### src/rtl/alt_function_router_defines.vh
// Register offsets, field positions and reset values of the pin router
`ifndef ALT_FUNCTION_ROUTER_DEFINES_VH
`define ALT_FUNCTION_ROUTER_DEFINES_VH
`define OFS_EVENT_OUT_CONTROL     5'h00
`define OFS_REMAP_CONFIG_FIRST    5'h04
`define OFS_EXT_IRQ_SELECT_A      5'h08
`define OFS_EXT_IRQ_SELECT_B      5'h0c
`define OFS_EXT_IRQ_SELECT_C      5'h10
`define OFS_EXT_IRQ_SELECT_D      5'h14
`define OFS_REMAP_CONFIG_SECOND   5'h18
`define RST_EVENT_OUT_CONTROL     32'h0000_0000
`define RST_REMAP                 32'h0000_0000
`define RST_EXT_IRQ_SELECT        32'h0000_0000
`define EVT_PIN_LSB               0
`define EVT_PIN_MSB               3
`define EVT_PORT_LSB              4
`define EVT_PORT_MSB              6
`define EVT_GATE_BIT              7
`define EVT_PORT_RESERVED         3'h7
`define EVT_CTRL_MASK             32'h0000_00ff
`define REMAP2_OSC_TO_PD_BIT      0
`endif

### src/rtl/alt_function_router.v
// Alternate function pin router: registers, event output and peripheral pin steering
//
// Function
// - Audio serial data pin is input when the audio peripheral receives.
// - Audio master clock pin is released to GPIO in audio slave mode.
// - CAN receive pin feeds CAN input; CAN transmit driven push-pull.
// - USB data pins join the internal transceiver once USB is enabled.
// - Alternate function active once its peripheral enables; default after reset.
// - Slow crystal pins act as port C 14/15 only with oscillator off.
// - Port D 0/1 remapped to main crystal pins raise no interrupt events.
// - Seven registers decoded, offsets 0x00 through 0x18.
// - Bits 3:0 pick event output pin 0 to 15, binary.
// - Bits 6:4 pick ports A to G; code 111 reserved.
// - Bit 7 gates the core event output onto the chosen pin.
`timescale 1ns/10ps
`include "alt_function_router_defines.vh"
module alt_function_router #(
  parameter NUM_PORTS = 7
) (
  // Clock and reset
  input  wire                    ref_clk,
  input  wire                    rst_n,
  // Register port, word access only
  input  wire                    bus_clk_en,
  input  wire                    reg_sel,
  input  wire                    reg_write,
  input  wire [4:0]              reg_addr,
  input  wire [31:0]             reg_wdata,
  output reg  [31:0]             reg_rdata,
  output reg                     reg_ready,
  output reg                     reg_error,
  // Core event
  input  wire                    core_event_signal,
  output reg  [NUM_PORTS*16-1:0] event_pin_out,
  output reg  [NUM_PORTS*16-1:0] event_pin_oe,
  // Audio serial peripheral
  input  wire                    audio_enable,
  input  wire                    audio_master_mode,
  input  wire                    audio_transmit,
  input  wire                    audio_master_clock,
  input  wire                    audio_data_out,
  input  wire                    audio_serial_data_pin_in,
  output reg                     audio_serial_data_pin_out,
  output reg                     audio_serial_data_pin_oe,
  output reg                     audio_data_in,
  output reg                     audio_master_clock_pin_out,
  output reg                     audio_master_clock_pin_oe,
  output reg                     audio_master_clock_pin_free,
  // CAN peripheral
  input  wire                    can_enable,
  input  wire                    can_tx,
  input  wire                    can_rx_pin_in,
  output reg                     can_rx,
  output reg                     can_tx_pin_out,
  output reg                     can_tx_pin_oe,
  // USB device module
  input  wire                    usb_device_module_enable,
  output reg                     usb_pins_to_transceiver,
  // Oscillators
  input  wire                    low_speed_crystal_clock_on,
  output reg                     slow_crystal_pins_gpio,
  output reg                     main_crystal_pins_port_d,
  input  wire [1:0]              port_d_low_irq_in,
  output reg  [1:0]              port_d_low_irq_out,
  // Remap and interrupt selection contents
  output reg  [31:0]             remap_first,
  output reg  [31:0]             remap_second,
  output reg  [127:0]            ext_irq_select
);
  reg  [31:0]             event_out_control;
  wire [NUM_PORTS*16-1:0] next_event_pin_out;
  wire [NUM_PORTS*16-1:0] next_event_pin_oe;
  reg  [31:0]             next_rdata;
  reg                     addr_hit;
  wire                    access;
  wire                    wr;

  // Accesses without the bus clock are not seen; the register stays put
  assign access = reg_sel & bus_clk_en;
  assign wr     = access & reg_write & addr_hit;

  // Address decode and read mux
  always @* begin
    addr_hit   = 1'b1;
    next_rdata = 32'h0000_0000;
    case (reg_addr)
      `OFS_EVENT_OUT_CONTROL:   next_rdata = event_out_control & `EVT_CTRL_MASK;
      `OFS_REMAP_CONFIG_FIRST:  next_rdata = remap_first;
      `OFS_EXT_IRQ_SELECT_A:    next_rdata = ext_irq_select[31:0];
      `OFS_EXT_IRQ_SELECT_B:    next_rdata = ext_irq_select[63:32];
      `OFS_EXT_IRQ_SELECT_C:    next_rdata = ext_irq_select[95:64];
      `OFS_EXT_IRQ_SELECT_D:    next_rdata = ext_irq_select[127:96];
      `OFS_REMAP_CONFIG_SECOND: next_rdata = remap_second;
      default:                  addr_hit   = 1'b0;
    endcase
  end

  // Register writes; a one-cycle ready answers every taken access
  always @(posedge ref_clk or negedge rst_n) begin
    if (!rst_n) begin
      event_out_control <= `RST_EVENT_OUT_CONTROL;
      remap_first       <= `RST_REMAP;
      remap_second      <= `RST_REMAP;
      ext_irq_select    <= {4{`RST_EXT_IRQ_SELECT}};
      reg_rdata         <= 32'h0000_0000;
      reg_ready         <= 1'b0;
      reg_error         <= 1'b0;
    end else begin
      reg_ready <= access;
      reg_error <= access & ~addr_hit;
      reg_rdata <= (access & ~reg_write) ? next_rdata : 32'h0000_0000;
      if (wr) begin
        case (reg_addr)
          `OFS_EVENT_OUT_CONTROL:   event_out_control <= reg_wdata & `EVT_CTRL_MASK;
          `OFS_REMAP_CONFIG_FIRST:  remap_first <= reg_wdata;
          `OFS_EXT_IRQ_SELECT_A:    ext_irq_select[31:0] <= reg_wdata;
          `OFS_EXT_IRQ_SELECT_B:    ext_irq_select[63:32] <= reg_wdata;
          `OFS_EXT_IRQ_SELECT_C:    ext_irq_select[95:64] <= reg_wdata;
          `OFS_EXT_IRQ_SELECT_D:    ext_irq_select[127:96] <= reg_wdata;
          `OFS_REMAP_CONFIG_SECOND: remap_second <= reg_wdata;
          default:                  remap_second <= remap_second;
        endcase
      end
    end
  end

  // One decoder per port; code 111 matches none of them
  genvar p;
  generate
    for (p = 0; p < NUM_PORTS; p = p + 1) begin : g_port
      // A genvar cannot be part-selected, so its code passes through a sized constant
      localparam [31:0] port_code_wide = p;
      event_port_decoder #(
        .PORT_CODE (port_code_wide[2:0])
      ) u_dec (
        .gate        (event_out_control[`EVT_GATE_BIT]),
        .port_index  (event_out_control[`EVT_PORT_MSB:`EVT_PORT_LSB]),
        .pin_index   (event_out_control[`EVT_PIN_MSB:`EVT_PIN_LSB]),
        .event_level (core_event_signal),
        .pin_out     (next_event_pin_out[p*16 +: 16]),
        .pin_oe      (next_event_pin_oe[p*16 +: 16])
      );
    end
  endgenerate

  // Pin steering is registered so every output leaves a flip-flop
  always @(posedge ref_clk or negedge rst_n) begin
    if (!rst_n) begin
      event_pin_out               <= {NUM_PORTS*16{1'b0}};
      event_pin_oe                <= {NUM_PORTS*16{1'b0}};
      audio_serial_data_pin_out   <= 1'b0;
      audio_serial_data_pin_oe    <= 1'b0;
      audio_data_in               <= 1'b0;
      audio_master_clock_pin_out  <= 1'b0;
      audio_master_clock_pin_oe   <= 1'b0;
      audio_master_clock_pin_free <= 1'b1;
      can_rx                      <= 1'b1;
      can_tx_pin_out              <= 1'b1;
      can_tx_pin_oe               <= 1'b0;
      usb_pins_to_transceiver     <= 1'b0;
      slow_crystal_pins_gpio      <= 1'b1;
      main_crystal_pins_port_d    <= 1'b0;
      port_d_low_irq_out          <= 2'b00;
    end else begin
      event_pin_out <= next_event_pin_out;
      event_pin_oe  <= next_event_pin_oe;
      // Pins hold their default function until the peripheral enables
      audio_serial_data_pin_oe   <= audio_enable & audio_transmit;
      audio_serial_data_pin_out  <= audio_enable & audio_transmit & audio_data_out;
      audio_data_in              <= audio_enable & ~audio_transmit & audio_serial_data_pin_in;
      audio_master_clock_pin_oe  <= audio_enable & audio_master_mode;
      audio_master_clock_pin_out <= audio_enable & audio_master_mode & audio_master_clock;
      audio_master_clock_pin_free <= ~(audio_enable & audio_master_mode);
      can_rx                     <= can_enable ? can_rx_pin_in : 1'b1;
      can_tx_pin_oe              <= can_enable;
      can_tx_pin_out             <= can_enable ? can_tx : 1'b1;
      usb_pins_to_transceiver    <= usb_device_module_enable;
      slow_crystal_pins_gpio     <= ~low_speed_crystal_clock_on;
      main_crystal_pins_port_d   <= remap_second[`REMAP2_OSC_TO_PD_BIT];
      // Remapped port D pins are cut from the interrupt lines
      port_d_low_irq_out <= remap_second[`REMAP2_OSC_TO_PD_BIT] ? 2'b00 : port_d_low_irq_in;
    end
  end
endmodule // alt_function_router

### src/rtl/event_port_decoder.v
// One port's decode of the core event output onto its sixteen pins
`timescale 1ns/10ps
module event_port_decoder #(
  parameter [2:0] PORT_CODE = 3'h0
) (
  // Event control fields
  input  wire        gate,
  input  wire [2:0]  port_index,
  input  wire [3:0]  pin_index,
  input  wire        event_level,
  // Pin side
  output wire [15:0] pin_out,
  output wire [15:0] pin_oe
);
  wire hit;
  assign hit     = gate & (port_index == PORT_CODE);
  assign pin_oe  = hit ? (16'h0001 << pin_index) : 16'h0000;
  assign pin_out = pin_oe & {16{event_level}};
endmodule // event_port_decoder

### config.mk
export PLATFORM = sky130hd
export DESIGN_NAME = alt_function_router
export DESIGN_NICKNAME = d
export VERILOG_FILES = /design/src/rtl/alt_function_router.v /design/src/rtl/event_port_decoder.v
export VERILOG_INCLUDE_DIRS = /design/src /design/src/rtl
export SDC_FILE = /design/constraint.sdc
export NUM_CORES = 1
export LEC_CHECK = 0
export ABC_AREA = 1
export BUFFER_PORTS_ARGS = -buffer_cell sky130_fd_sc_hd__buf_2
export CAP_MARGIN = 20
export CORE_AREA = 2 2 201 203
export DETAILED_ROUTE_END_ITERATION = 10
export DIE_AREA = 0 0 203 205
export PLACE_DENSITY = 0.72
export SYNTH_ARGS = -nofsm -noshare
export SYNTH_HDL_FRONTEND = slang
export SYNTH_SLANG_ARGS = --single-unit
### constraint.sdc
create_clock -name ref_clk -period 2.5 [get_ports ref_clk]
set_input_delay 0.625 -clock ref_clk [delete_from_list [all_inputs] [get_ports ref_clk]]
set_output_delay 0.625 -clock ref_clk [all_outputs]
set_load 0.02 [all_outputs]
==> impl_summary.txt <==
----------------------------------------------------
[Power and ir drop]
  Switching power as a share of total power ... 0.236
  IR drop worst, VDD ... 488 uV
  Switching power of the nets ... 3.86 mW
  Share of total power in the clock network ... 0.466
  Reported leakage power ... 13.3 nW
  Portion of total power attributed to sequential cells ... 0.479
  Pwr per Cell Area ... 698 mW/mm^2
  Portion of total power attributed to combinational logic ... 0.055
  Internal ... 12.5 mW

[Status]
  Run status ... finished clean

[Global route]
  Total grt overflow ... 0
  Maximum number of pins on one net before global-route repair ... 113
  Initial antenna violation count ... 6
  Wire length of the first global-routing pass ... 94900 microns
  GRT Overall Usage ... 0.302
  Number of global-route vias before repair ... 15739

[Setup path]
  Type of the worst setup path ... reg -> reg
  Launching element of the worst setup path ... event_out_control[2]
  Critical path, cell by cell ... inv_1 -> nand4_1 -> nor3_1
  Slowest stage cell on the critical path ... nand4_1
  Worst reg-to-reg path cell count ... 3
  Launch point of the worst reg-to-reg path ... event_out_control[2]
  Element type at the critical path end ... register
  Type of origin of the critical path ... register
  Destination of the worst register-to-register timing path ... event_pin_out[19]
  Data required time at the worst endpoint ... 2960 ps
  Highest cell delay on the worst timing path ... 720 ps
  Crit path DAT ... 2520 ps
  Largest fanout of any net on the critical path ... 14
  Slack of the worst reg-to-reg path ... 450 ps

[Timing]
  Final-layout worst hold slack ... 144 ps
  Final setup vio count ... 0
  Worst setup skew after layout ... 19.5 ps
  Tmin final ... 2050 ps
  Part of the cycle the worst path needs ... 0.821
  Max-slew headroom at the worst pin ... 0.375
  Final Hold Fails ... 0
  Final-layout setup total negative slack ... 0 ps
  Maximum achievable frequency ... 487 MHz
  Actual transition at the worst max-transition pin ... 935 ps
  Number of max-slew violations in the final report ... 0
  Unrepaired setup endpoints after global routing ... false

[Placed design]
  Placed cell count ... 2929
  Total half-perimeter wirelength after legalization and detailed placement ... 42000 microns
  Count of input and output buffers ... 519
  Final GP Congestion ... 0.921

[Floorplanning]
  Number of top-level pins ... 520
  Initial core utilization ... 0.458
  Placeable core area ... 0.0394 sq mm
  Die outline height ... 205 microns
  Overall die area ... 0.0416 sq mm
  Placement Rows ... 73
  Overall die width ... 203 microns

[Detailed routing]
  Wire length after detailed routing ... 63400 microns
  Count of antenna-violating nets left after detailed routing ... 0
  Number of vias in the routed layout ... 16251
  Total DRC errors in the routed layout ... 0
  Post-detailed-route wirelength per cell ... 21.0 microns
  Detailed-router iteration count before antenna repair ... 5
  Number of vias per cell after detailed routing ... 5.38
  Starting DRT DRC Count ... 1235

[Cells and area]
  Most common cell after layout, fill and taps aside ... nand2_1
  Layout overhead on the synthesized area ... 29.8%
  Non-filler instance count after layout ... 3022
  Net count of the finished layout ... 2510
  Most frequent cells in the layout ... 723 x nand2_1, 518 x buf_2, 468 x dfrtp_1
  Layout cells sized above 1 ... 0.283

[Clocking]
  Clock root buffer ... clkbuf_16
  Post-CTS repair timing setup buffer count ... 0
  Clock Path Buffers ... 3
  Clock tree from TritonCTS ... built
  H-tree level count ... 2
  Number of gates resized after CTS ... 0
  Post-CTS Hold Fix Bufs ... 1
  Clock network latency to the later pin of the worst-skew pair ... 590 ps
  CTS sink count ... 472
  Number of buffers inserted during clock tree synthesis ... 47
  Clock slew seen by the registers of the worst setup and hold paths ... 70 ps

[Logic synthesis]
  Count of state elements after synthesis ... 472
  Share of the yosys chip area belonging to registers ... 0.656
  Cell area after synthesis ... 0.0180 sq mm
  Ys Warns ... 0
  Syn Inst Count ... 1943
  Number of different library cells in the post-synthesis netlist ... 19
  Synthesized area divided by synthesized cell count ... 9.27 sq um
  Syn_nets ... 1999

[Worst hold path]
  Hold Crit Depth ... 1
  Class of the most critical hold timing path ... in -> reg
  Hold Path Origin ... usb_device_module_enable
  Hold-critical path endpoint ... usb_pins_to_transceiver

[Run]
  Max capacitance violation total ... 0

----------------------------------------------------
## area by class of cell
type                       count  area [sq um]
antenna                        4          10.0
inverter                      88           332
multi-input combinational   1242          5370
sequential                   472         11800
clock buffer                  66          1380
tap                          525           657
fill                        3308         16000
clock inverter                22           305
timing repair buffer         603          3520
## per-layer routing
layer / share of wire / global-route usage
met4: 0.039 / 0.123
met3: 0.098 / 0.0780
met2: 0.50 / 0.513
met5: 0.00011 / 0
met1: 0.36 / 0.367
## state kept, by name, indices dropped and copies added (netlist names)
signal                       count
audio_serial_data_pin_out        1
main_crystal_pins_port_d         1
slow_crystal_pins_gpio           1
audio_master_clock_pin_free      1
audio_data_in                    1
event_out_control                8
can_tx_pin_out                   1
usb_pins_to_transceiver          1
port_d_low_irq_out               2
reg_ready                        1
ext_irq_select                 128
event_pin_out                  112
remap_first                     32
event_pin_oe                   112
reg_error                        1
can_rx                           1
audio_serial_data_pin_oe         1
can_tx_pin_oe                    1
reg_rdata                       32
audio_master_clock_pin_out       1
remap_second                    32
audio_master_clock_pin_oe        1
## cell families (layout without fill, tap and decap cells)
group | after synthesis | after routing | share of synthesized area
compound gates | 56 | 56 | 0.0156
buf+inv | 229 | 779 | 0.0494
other cells | 0 | 4 | 0
simple gates | 1186 | 1186 | 0.279
flops | 472 | 472 | 0.656
## synth_stat cells
master | n | area, sq um
buf_1 | 11 | 41.3
o21ai_1 | 5 | 25.0
nor3_1 | 112 | 561
nand3_1 | 5 | 25.0
nor2_2 | 3 | 18.8
nand3_2 | 1 | 10.0
inv_2 | 3 | 11.3
dfstp_2 | 4 | 105
a21oi_1 | 32 | 160
buf_2 | 25 | 125
nor3_2 | 1 | 10.0
o21ai_0 | 19 | 95.1
nand2_1 | 723 | 2710
nor2_4 | 2 | 22.5
nand4_1 | 160 | 1000
inv_1 | 85 | 319
nor2_1 | 179 | 672
dfrtp_1 | 468 | 11700
clkbuf_1 | 105 | 394
## metrics by stage
stage | power, mW | utilization | worst slack (ps) | instance area [sq um]
final | 16.3 | 0.594 | 447 | 23400
after detailed placement | 8.85 | 0.551 | 237 | 21700
after floorplan | 8.29 | - | 735 | 18000
after global placement | 8.83 | 0.551 | 268 | 21700
after global routing | 16.8 | 0.594 | 241 | 23400
after CTS | 16.4 | 0.594 | 436 | 23400
## worst max-delay path by stage
stage                          to  slack (ps)  depth (start not counted)
5_1_grt         event_pin_out[24]         240                          3
3_5_place_dp      remap_first[31]         240                          9
2_1_floorplan  ext_irq_select[42]         740                          7
4_1_cts         event_pin_out[24]         440                          3
6_report        event_pin_out[19]         450                          3
3_3_place_gp   ext_irq_select[44]         270                          9
## power by group through the flow
stage	clock [mW]	sequential (mW)	combinational, mW
2_1_floorplan	0	8.05	0.245
3_3_place_gp	0	7.95	0.881
3_5_place_dp	0	7.95	0.894
4_1_cts	7.69	7.81	0.898
5_1_grt	8.04	7.82	0.971
6_report	7.60	7.81	0.899
## worst max-delay path: cells and delay by family (launching register included)
kind,cells,cell delay [ps]
buf+inv,1,240
flops,1,500
simple gates,2,1180
(Power assumes the default switching activity.)
